[config.mk]
export PLATFORM = sky130hd
export DESIGN_NAME = cpu_special_purpose_regs
export DESIGN_NICKNAME = d
export VERILOG_FILES = /design/src/pkg/spr_pkg.sv /design/src/logic/cpu_special_purpose_regs.sv
export SDC_FILE = /design/constraint.sdc
export NUM_CORES = 1
export LEC_CHECK = 0
export ABC_AREA = 1
export BUFFER_PORTS_ARGS = -buffer_cell sky130_fd_sc_hd__buf_4
export CAP_MARGIN = 10
export CELL_PAD_IN_SITES_DETAIL_PLACEMENT = 2
export CELL_PAD_IN_SITES_GLOBAL_PLACEMENT = 2
export CORE_MARGIN = 2
export CORE_UTILIZATION = 25
export CTS_BUF_LIST = sky130_fd_sc_hd__clkbuf_2
export DETAILED_ROUTE_END_ITERATION = 8
export PLACE_DENSITY = 0.81
export SLEW_MARGIN = 20
export SYNTH_ARGS = -nofsm -noshare
export SYNTH_HDL_FRONTEND = slang
export SYNTH_SLANG_ARGS = --single-unit
[constraint.sdc]
create_clock -name sys_clk_in -period 1.1 [get_ports sys_clk_in]
set_clock_uncertainty 0.05 [all_clocks]
set_input_delay 0.11 -clock sys_clk_in [delete_from_list [all_inputs] [get_ports sys_clk_in]]
set_output_delay 0.11 -clock sys_clk_in [all_outputs]
set_load 0.02 [all_outputs]
[src/pkg/spr_pkg.sv]
`default_nettype none

package spr_pkg;

    // ==========================================================
    // Widths and selector codes
    // ==========================================================
    localparam int unsigned XLEN = 32;
    localparam int unsigned SEL_W = 3;
    localparam logic [SEL_W-1:0] SEL_PROGRAM_COUNTER = 3'h0;
    localparam logic [SEL_W-1:0] SEL_MACHINE_STATUS = 3'h1;
    localparam logic [SEL_W-1:0] SEL_EXCEPTION_ADDRESS = 3'h3;

    // ==========================================================
    // Reset values
    // ==========================================================
    localparam logic [XLEN-1:0] PROGRAM_COUNTER_RESET = 32'h00000000;
    localparam logic [XLEN-1:0] MACHINE_STATUS_RESET = 32'h00000000;
    localparam logic [XLEN-1:0] EXCEPTION_ADDRESS_RESET = 32'h00000000;
    localparam logic [XLEN-1:0] ZERO_WORD = 32'h00000000;

    // ==========================================================
    // Status field positions, numbered with bit 0 as the MSB
    // ==========================================================
    localparam int unsigned POS_CARRY_MIRROR = 0;
    localparam int unsigned POS_EXCEPTION_ACTIVE = 22;
    localparam int unsigned POS_EXCEPTION_GATE = 23;
    localparam int unsigned POS_DATA_CACHE_ON = 24;
    localparam int unsigned POS_INT_DIVIDE_ZERO = 25;
    localparam int unsigned POS_INSTR_CACHE_ON = 26;
    localparam int unsigned POS_STREAM_LINK_ERROR = 27;
    localparam int unsigned POS_BREAK_ACTIVE = 28;
    localparam int unsigned POS_CARRY = 29;
    localparam int unsigned POS_INTERRUPT_GATE = 30;
    localparam int unsigned POS_BUSLOCK_ON = 31;

    // Vector index of a printed position
    function automatic int unsigned vidx(input int unsigned pos);
        return XLEN - 1 - pos;
    endfunction : vidx

    // ==========================================================
    // Carriers
    // ==========================================================
    typedef struct packed {
        logic move_from_special;
        logic move_to_special;
        logic status_bit_set_instr;
        logic status_bit_clear_instr;
        logic [SEL_W-1:0] special_selector;
        logic [XLEN-1:0] operand;
    } spr_cmd_t;

    typedef struct packed {
        logic int_divide_zero;
        logic stream_link_mismatch;
        logic sw_break;
        logic external_break;
        logic external_nonmaskable_break;
        logic break_return;
        logic exception_take;
        logic exception_addr_valid;
        logic return_from_exception;
    } spr_event_t;

    typedef struct packed {
        logic buslock_on;
        logic interrupt_gate;
        logic carry;
        logic break_active;
        logic stream_link_error;
        logic instr_cache_on;
        logic int_divide_zero_flag;
        logic data_cache_on;
        logic exception_gate;
        logic exception_active;
    } status_view_t;

endpackage : spr_pkg

`default_nettype wire

[src/logic/cpu_special_purpose_regs.sv]
`timescale 1ns/1ps
`default_nettype none

// Notes on behaviour
// RULE_01: Program counter holds the 32-bit address of the instruction now executing.
// RULE_02: Program counter reads with selector 000; move-to-special cannot change it.
// RULE_03: Status read returns carry at bit 29 and a copy at bit 0.
// RULE_04: Status written by move-to-special selector 001 and by bit set/clear instructions.
// RULE_05: Carry updates at once; other writable status bits one cycle later.
// RULE_06: Anything written to status bit 0 is discarded; it only mirrors carry.
// RULE_07: Bit 22 reads 1 while a hardware exception is handled; software may write.
// RULE_08: Bit 23 gates hardware exceptions, 1 allows them, resets to 0.
// RULE_09: Bit 24 enables data cache, bit 26 instruction cache; both reset off.
// RULE_10: Bit 25 set on integer divide by zero, regardless of exception support.
// RULE_11: Bit 27 set on stream-link get/put instruction and value type mismatch.
// RULE_12: Bit 28 shows break in progress from software, external or nonmaskable break.
// RULE_13: Bit 30 enables interrupts when 1; resets to 0.
// RULE_14: Bit 31 enables bus locking on the data-side peripheral bus only.
// RULE_15: Exception address captures the faulting load/store address on exception.
// RULE_16: Exception address reads with selector 011.
// RULE_17: Return from exception sets exception gate, clears active bit and status.
// RULE_18: Reserved status bits 1 to 21 read zero and ignore writes.
// RULE_19: Exception address is read-only to moves; only exception capture changes it.
module cpu_special_purpose_regs (
    input wire logic sys_clk_in,
    input wire logic reset_n_in,
    input wire logic instr_valid_in,
    input wire logic [spr_pkg::XLEN-1:0] exec_pc_in,
    input wire spr_pkg::spr_cmd_t cmd_in,
    input wire logic alu_carry_valid_in,
    input wire logic alu_carry_in,
    input wire spr_pkg::spr_event_t event_in,
    input wire logic [spr_pkg::XLEN-1:0] fault_address_in,
    output logic read_valid_out,
    output logic [spr_pkg::XLEN-1:0] read_data_out,
    output logic [spr_pkg::XLEN-1:0] program_counter_out,
    output logic [spr_pkg::XLEN-1:0] exception_address_out,
    output spr_pkg::status_view_t status_out,
    output logic exception_accept_out,
    output logic esr_clear_out,
    output logic peripheral_bus_lock_out
);
    import spr_pkg::*;

    // ==========================================================
    // Field masks
    // ==========================================================
    function automatic logic [XLEN-1:0] bit_at(input int unsigned pos);
        logic [XLEN-1:0] m;
        m = ZERO_WORD;
        m[vidx(pos)] = 1'b1;
        return m;
    endfunction : bit_at

    // Carry lives in its own flop, so it is kept out of the delayed mask
    localparam logic [XLEN-1:0] DELAYED_MASK =
        bit_at(POS_EXCEPTION_ACTIVE) | bit_at(POS_EXCEPTION_GATE) |
        bit_at(POS_DATA_CACHE_ON) | bit_at(POS_INT_DIVIDE_ZERO) |
        bit_at(POS_INSTR_CACHE_ON) | bit_at(POS_STREAM_LINK_ERROR) |
        bit_at(POS_BREAK_ACTIVE) | bit_at(POS_INTERRUPT_GATE) |
        bit_at(POS_BUSLOCK_ON);
    localparam logic [XLEN-1:0] CARRY_MASK =
        bit_at(POS_CARRY) | bit_at(POS_CARRY_MIRROR);

    // ==========================================================
    // State
    // ==========================================================
    logic [XLEN-1:0] program_counter;
    logic [XLEN-1:0] machine_status;
    logic [XLEN-1:0] exception_address;
    logic carry;
    logic pend_valid;
    logic [XLEN-1:0] pend_value;

    logic [XLEN-1:0] status_view;
    logic [XLEN-1:0] write_base;
    logic [XLEN-1:0] next_image;
    logic status_write;
    logic exc_accept;
    logic any_break;
    logic [XLEN-1:0] event_set;
    logic [XLEN-1:0] event_clear;
    logic [XLEN-1:0] next_machine_status;
    logic [XLEN-1:0] next_read_data;

    // ==========================================================
    // Status view as software sees it
    // ==========================================================
    always_comb begin
        status_view = machine_status & DELAYED_MASK; // [RULE_18]
        if (carry) begin
            status_view = status_view | CARRY_MASK; // [RULE_03]
        end
    end

    // ==========================================================
    // Write decode
    // ==========================================================
    assign status_write = (cmd_in.move_to_special &&
                           cmd_in.special_selector == SEL_MACHINE_STATUS) ||
                          cmd_in.status_bit_set_instr ||
                          cmd_in.status_bit_clear_instr; // [RULE_04]

    // Back-to-back writes build on the value still waiting to land
    always_comb begin
        write_base = pend_valid ? (pend_value | (carry ? CARRY_MASK : ZERO_WORD))
                                : status_view;
        if (cmd_in.move_to_special) begin
            next_image = cmd_in.operand;
        end else if (cmd_in.status_bit_set_instr) begin
            next_image = write_base | cmd_in.operand;
        end else if (cmd_in.status_bit_clear_instr) begin
            next_image = write_base & ~cmd_in.operand;
        end else begin
            next_image = write_base;
        end
    end

    // ==========================================================
    // Hardware events
    // ==========================================================
    assign exc_accept = event_in.exception_take &&
                        machine_status[vidx(POS_EXCEPTION_GATE)]; // [RULE_08]
    assign any_break = event_in.sw_break || event_in.external_break ||
                       event_in.external_nonmaskable_break; // [RULE_12]

    always_comb begin
        event_set = ZERO_WORD;
        event_clear = ZERO_WORD;
        if (event_in.int_divide_zero) begin
            event_set = event_set | bit_at(POS_INT_DIVIDE_ZERO); // [RULE_10]
        end
        if (event_in.stream_link_mismatch) begin
            event_set = event_set | bit_at(POS_STREAM_LINK_ERROR); // [RULE_11]
        end
        if (any_break) begin
            event_set = event_set | bit_at(POS_BREAK_ACTIVE); // [RULE_12]
        end else if (event_in.break_return) begin
            event_clear = event_clear | bit_at(POS_BREAK_ACTIVE);
        end
        if (exc_accept) begin
            event_set = event_set | bit_at(POS_EXCEPTION_ACTIVE); // [RULE_07]
            event_clear = event_clear | bit_at(POS_EXCEPTION_GATE);
        end else if (event_in.return_from_exception) begin
            event_set = event_set | bit_at(POS_EXCEPTION_GATE); // [RULE_17]
            event_clear = event_clear | bit_at(POS_EXCEPTION_ACTIVE); // [RULE_17]
        end
    end

    // Sets are applied last so a flag raised while software clears it stays up
    always_comb begin
        next_machine_status = pend_valid ? pend_value : machine_status; // [RULE_05]
        next_machine_status = next_machine_status & ~event_clear;
        next_machine_status = (next_machine_status | event_set) & DELAYED_MASK; // [RULE_18]
    end

    // ==========================================================
    // Carry: takes effect on the write edge
    // ==========================================================
    always_ff @(posedge sys_clk_in or negedge reset_n_in) begin
        if (!reset_n_in) begin
            carry <= MACHINE_STATUS_RESET[vidx(POS_CARRY)];
        end else if (status_write) begin
            carry <= next_image[vidx(POS_CARRY)]; // [RULE_05] [RULE_06]
        end else if (alu_carry_valid_in) begin
            carry <= alu_carry_in;
        end
    end

    // ==========================================================
    // Delayed write stage for the other status bits
    // ==========================================================
    always_ff @(posedge sys_clk_in or negedge reset_n_in) begin
        if (!reset_n_in) begin
            pend_valid <= 1'b0;
            pend_value <= MACHINE_STATUS_RESET;
        end else begin
            pend_valid <= status_write; // [RULE_05]
            // Bit 0 and reserved bits never enter the stage
            pend_value <= (next_image & DELAYED_MASK) | event_set; // [RULE_06] [RULE_18]
        end
    end

    always_ff @(posedge sys_clk_in or negedge reset_n_in) begin
        if (!reset_n_in) begin
            machine_status <= MACHINE_STATUS_RESET; // [RULE_08] [RULE_09] [RULE_13]
        end else begin
            machine_status <= next_machine_status;
        end
    end

    // ==========================================================
    // Program counter
    // ==========================================================
    always_ff @(posedge sys_clk_in or negedge reset_n_in) begin
        if (!reset_n_in) begin
            program_counter <= PROGRAM_COUNTER_RESET;
        end else if (instr_valid_in) begin
            program_counter <= exec_pc_in; // [RULE_01] [RULE_02]
        end
    end

    // ==========================================================
    // Exception address
    // ==========================================================
    always_ff @(posedge sys_clk_in or negedge reset_n_in) begin
        if (!reset_n_in) begin
            exception_address <= EXCEPTION_ADDRESS_RESET;
        end else if (exc_accept && event_in.exception_addr_valid) begin
            exception_address <= fault_address_in; // [RULE_15] [RULE_19]
        end
    end

    // ==========================================================
    // Read port
    // ==========================================================
    always_comb begin
        case (cmd_in.special_selector)
            SEL_PROGRAM_COUNTER: begin
                // The reading instruction's own address, not the last one
                next_read_data = exec_pc_in; // [RULE_01] [RULE_02]
            end
            SEL_MACHINE_STATUS: begin
                next_read_data = status_view; // [RULE_03]
            end
            SEL_EXCEPTION_ADDRESS: begin
                next_read_data = exception_address; // [RULE_16]
            end
            default: begin
                next_read_data = ZERO_WORD;
            end
        endcase
    end

    always_ff @(posedge sys_clk_in or negedge reset_n_in) begin
        if (!reset_n_in) begin
            read_valid_out <= 1'b0;
            read_data_out <= ZERO_WORD;
        end else begin
            read_valid_out <= cmd_in.move_from_special;
            if (cmd_in.move_from_special) begin
                read_data_out <= next_read_data;
            end
        end
    end

    // ==========================================================
    // Side effects
    // ==========================================================
    always_ff @(posedge sys_clk_in or negedge reset_n_in) begin
        if (!reset_n_in) begin
            esr_clear_out <= 1'b0;
        end else begin
            esr_clear_out <= event_in.return_from_exception && !exc_accept; // [RULE_17]
        end
    end

    // ==========================================================
    // Outputs
    // ==========================================================
    assign program_counter_out = program_counter;
    assign exception_address_out = exception_address;
    assign exception_accept_out = exc_accept;
    // Only the data-side peripheral bus sees the lock
    assign peripheral_bus_lock_out = machine_status[vidx(POS_BUSLOCK_ON)]; // [RULE_14]

    always_comb begin
        status_out.buslock_on = machine_status[vidx(POS_BUSLOCK_ON)];
        status_out.interrupt_gate = machine_status[vidx(POS_INTERRUPT_GATE)]; // [RULE_13]
        status_out.carry = carry;
        status_out.break_active = machine_status[vidx(POS_BREAK_ACTIVE)];
        status_out.stream_link_error = machine_status[vidx(POS_STREAM_LINK_ERROR)];
        status_out.instr_cache_on = machine_status[vidx(POS_INSTR_CACHE_ON)]; // [RULE_09]
        status_out.int_divide_zero_flag = machine_status[vidx(POS_INT_DIVIDE_ZERO)];
        status_out.data_cache_on = machine_status[vidx(POS_DATA_CACHE_ON)]; // [RULE_09]
        status_out.exception_gate = machine_status[vidx(POS_EXCEPTION_GATE)];
        status_out.exception_active = machine_status[vidx(POS_EXCEPTION_ACTIVE)]; // [RULE_07]
    end

endmodule : cpu_special_purpose_regs

`default_nettype wire

# == Word level (Yosys, flattened, before mapping) ==
# Cells that the tools add are included.
# word_totals
elab_cells,49
ff_bits,119
in_bits,117
output_inout_bits,110
# op_classes
reduce_logical,11
eq_ne,2
n_mux,19
bitwise,8
# op_table
operator,n
$pmux W32 S3,1
$mux W10,8
$mux W32,1
$or A10 B10 Y10,3
$and A10 B10 Y10,2
$not A10 Y10,2
$mux W4,3
$or A10 B3 Y10,1
$mux W9,1
$mux W7,1
$mux W5,1
$logic_and A1 B1 Y1,4
$logic_or A1 B1 Y1,4
$eq A3 B1 Y1 const B,1
$eq A3 B2 Y1 const B,1
$logic_not A3 Y1,1
$mux W3,1
$mux W1,2
$reduce_bool A2 Y1,1
$logic_not A1 Y1,1

# == Depth between registers and ports, before layout ==
# logic_depth
ltp_word,8
depth_mapped,8

# == Worst setup path after synthesis ==
# Ideal clock, no wire load.
# synth_timing
kind,reg-to-reg
from,register machine_status[8]
to,register exception_address[10] (netlist: exception_address_out[10])
path_stages_with_launch,6
t_required_ns,0.984
slack_ns,-0.153
arrival_ns,1.137
n_path_buf,1
period_less_slack_ns,1.253
cell_sequence,dfrtp_1 -> nand2_1 -> inv_2 -> clkbuf_1 -> nand3_1 -> nand2_1
# synth_between
elab_chain_len,2
# synth_lines
item,line,text
start: declaration,cpu_special_purpose_regs.sv:69,logic [XLEN-1:0] machine_status;
start signal: assignment,cpu_special_purpose_regs.sv:188,machine_status <= next_machine_status;
$logic_and A1 B1 Y1,cpu_special_purpose_regs.sv:122,assign exc_accept = event_in.exception_take &&
$logic_and A1 B1 Y1,cpu_special_purpose_regs.sv:209,end else if (exc_accept && event_in.exception_addr_valid) begin
end signal: assignment,cpu_special_purpose_regs.sv:210,exception_address <= fault_address_in;
end: declaration,cpu_special_purpose_regs.sv:70,logic [XLEN-1:0] exception_address;
# No other way between the ends.
# A chain may end at the register's enable or synchronous reset.

# == Final worst setup path ==
# layout_timing
from,register machine_status[8]
to,output port exception_accept_out
# layout_between
elab_chain_len,1
# layout_lines
item,line,text
$logic_and A1 B1 Y1,cpu_special_purpose_regs.sv:122,
end: declaration,cpu_special_purpose_regs.sv:39,"output logic exception_accept_out,"
# No other way between the ends.

==> flow_summary.ini <==
[floorplan]
core_area_um2 = 20230
io_pins = 227
initial_utilization = 0.2554
fp-row-count = 52
die_x_um = 147.8
dieArea_um2 = 21840
die_h_um = 147.8

[placement]
place_inst = 1043
placed_cell_area_um2 = 7182
dp_slack_ns = -0.09442
post-dp-hpwl_mm = 15.58
portBuffers = 204
gp_congestion = 0.7895

[sta]
slew_violations = 0
fin_ws_ns = -0.5785
slew_headroom = 0.2836
fin_crit_sh = 1.526
finalHoldViolations = 11
layout_min_cycle_time_ns = 1.679
worstMarginPinSlew_ns = 1.071
setup_viol = 277
rsz0062_at_grt = yes
hold_ws_ns = -0.2923
fmax_mhz = 595.8

[pwr]
power.internal_mw = 9.007
switching_power_mw = 5.570
clock_power_share = 0.219
peakVddDrop_mv = 0.7162
comb_power_share = 0.404
power_density_nw_per_um2 = 1382
pwr-share-seq = 0.377
swShare = 0.3821
leakage_nw = 5.255

[grt]
antenna_found_initial = 1
grt_pass1_vias = 7157
grt_max_degree = 36
grt-ovfl-total = 0
grt_pass1_wl_mm = 47.14
grt_use_total = 0.2954

[setup_path]
crit_path_top_delay_cell = dfrtp_2
critPathBufInv = 2
start_kind = flip-flop
worstPathMaxFanout = 2
slowest_delay_ns = 0.49
required_ns = 0.94
end_kind = output pin
cp_top_family = flip-flops
crit_type = reg2out
worstPathCellList = nand2_4, inv_8, buf_6
critPathArrivalTime_ns = 1.52

[cells_and_area]
areaGrowthSynthToFinish_pct = 104.0
layout-drive-gt1-share = 0.5040
multi_input_area_um2 = 2630
seqCellArea_um2 = 2960
final_cell_area_um2 = 10550
nets = 1113
fillCellCount = 1995
instances_no_fill = 1279

[routing]
routed_via_density = 4.914
drt-initial-drc-count = 277
drc = 0
first_pass_iters = 4
wl_mm = 34.72
vias = 6285
detail-route-antenna-nets = 0
wire_per_inst_um = 27.14

[cts]
cts_tree = built
clkLatencyLatePin_ns = 0.77
cts_sinks = 118
root_buffer = clkbuf_2
cts_buffer_depth = 2
cts_inserted_buffers = 17
cts_max_level = 4
clkTransAtPathRegs_ns = 0.23

[synthesis]
yosys-top-cells-area = dfrtp_1 57%, nand2_1 19%, mux2_1 7.0%
ys_seq_area_frac = 0.5713
synth.top_cell.area_share = 0.5713
synth_top_family_by_area = simple AND/OR/NAND/NOR gates
synth-simple-area-share = 0.2878
synth_fa_ha_area_frac = 0
ys.warnings.count = 0
synth.avg_cell_area_um2 = 8.851
synth.ff_latch_count = 118
synth_compound_area_frac = 0.02421
synthCells = 584
synth-xor-area-share = 0
yosysTopAreaCell = dfrtp_1
synth_mux_area_frac = 0.06972
synth_cell_types = 20
syn-num-nets = 701
synth_area_um2 = 5169

[min_path]
hold_class = in2reg

[run]
maxCapViolCount = 0

[run_status]
violations = negative hold slack, negative setup slack
outcome = finished with violations
==> worst paths after layout <==
check	slack (ns)	endpoint	depth (start not counted)	from
hold reg to reg	0.47	machine_status[0]	2	pend_value[0]
max in group asynchronous	-0.37	read_data_out[3]	4	reset_n_in
hold / removal	-0.29	pend_value[9]	5	cmd_in[36]
setup reg to reg	-0.46	exception_address_out[4]	9	machine_status[8]
setup / recovery	-0.58	exception_accept_out	3	machine_status[8]
min in group asynchronous	0.36	exception_address_out[18]	4	reset_n_in
==> final cells by class <==
class	instances	area share
Timing Repair Buffer	431	0.4079
Sequential cell	118	0.2807
Multi-Input combinational cell	411	0.2494
Tap cell	270	0.03204
Clock inverter	13	0.01317
Clock buffer	18	0.008543
Inverter	16	0.007356
Timing Repair inverter	1	0.0005933
Antenna cell	1	0.0002373
==> power groups by stage <==
stage	clock [mW]	sequential [mW]	combinational (mW)
CTS	3.01	5.35	4.93
global route	3.46	5.53	6.12
finish	3.19	5.50	5.89
floorplan	0	5.95	0.824
global placement	0	5.44	3.08
detailed placement	0	5.46	3.17
==> logic make-up after synthesis <==
family / Yosys count
mux: 32
simple gates: 358
compound gates: 21
flops: 118
buf+inv: 55
==> through the flow <==
step	power (mW)	utilization	TNS, ns
6_report	14.58	0.5211	-92.24
4_1_cts	13.29	0.4868	-78.29
3_3_place_gp	8.517	0.3549	-0.6033
2_1_floorplan	6.774	-	-0.1163
5_1_grt	15.12	0.5211	-105.43
3_5_place_dp	8.639	0.3549	-2.606
==> state kept, by name, summed over array words and instances (netlist names) <==
name	flops
pend_valid	1
program_counter_out	32
pend_value	9
esr_clear_out	1
carry	1
read_valid_out	1
machine_status	9
exception_address_out	32
read_data_out	32
==> cells in the mapped netlist <==
cell type,number
mux2_1,32
nor3_2,1
or2_1,2
o21bai_1,2
a22o_1,4
o21ai_0,1
buf_4,3
buf_2,20
dfrtp_1,118
nand4_1,22
a21oi_1,10
inv_2,7
o21ai_1,4
nor2_1,7
clkbuf_1,16
nor2_2,1
nand2_1,265
nand3_1,60
clkinv_1,1
inv_1,8
==> cells in the final DEF, fill, tap and decap left out, types with 4 or more instances in the layout <==
cell type      Yosys  layout
a21oi_1           10       8
nand3_4            0      12
nand3_1           60      23
buf_6              0     134
nand3_2            0      25
inv_2              7       5
a22o_1             4       4
nand2_4            0      24
nand2_2            0      58
clkinv_1           1       6
dfrtp_2            0       6
nand4_1           22      22
dfrtp_1          118     112
inv_1              8       6
mux2_1            32      31
nand2_1          265     182
buf_4              3     177
buf_12             0      19
clkbuf_2           0      18
dlygate4sd3_1      0      96
==> per-layer routing <==
| metal | wire, um | vias to the layer above | part of all wire | global-route usage |
|---|---|---|---|---|
| met3 | 1354 | 78 | 0.039 | 0.06080 |
| met4 | 1563 | 0 | 0.045 | 0.1298 |
| li1 | - | 2726 | - | - |
| met2 | 18970 | 233 | 0.55 | 0.5591 |
| met5 | 0 | - | 0 | 0 |
| met1 | 12830 | 3248 | 0.37 | 0.3153 |
==> worst register-to-register path, cell delays in order, from the launching register on <==
cell	delay (ns)
dfrtp_2	0.46
nand2_4	0.09
inv_8	0.07
buf_4	0.11
buf_8	0.13
nand2_8	0.11
buf_12	0.17
buf_12	0.13
nand2_4	0.07
nand2_1	0.07
==> what timing repair did <==
item	CTS	global route
hold buffers	97	2
gates cloned	7	2
pin swaps	22	52
resized for setup	189	150
endpoints found under the hold margin	232	83
setup buffers	72	39
endpoints found under the setup margin	154	274
Note: power is estimated with default switching activity, not from simulation.
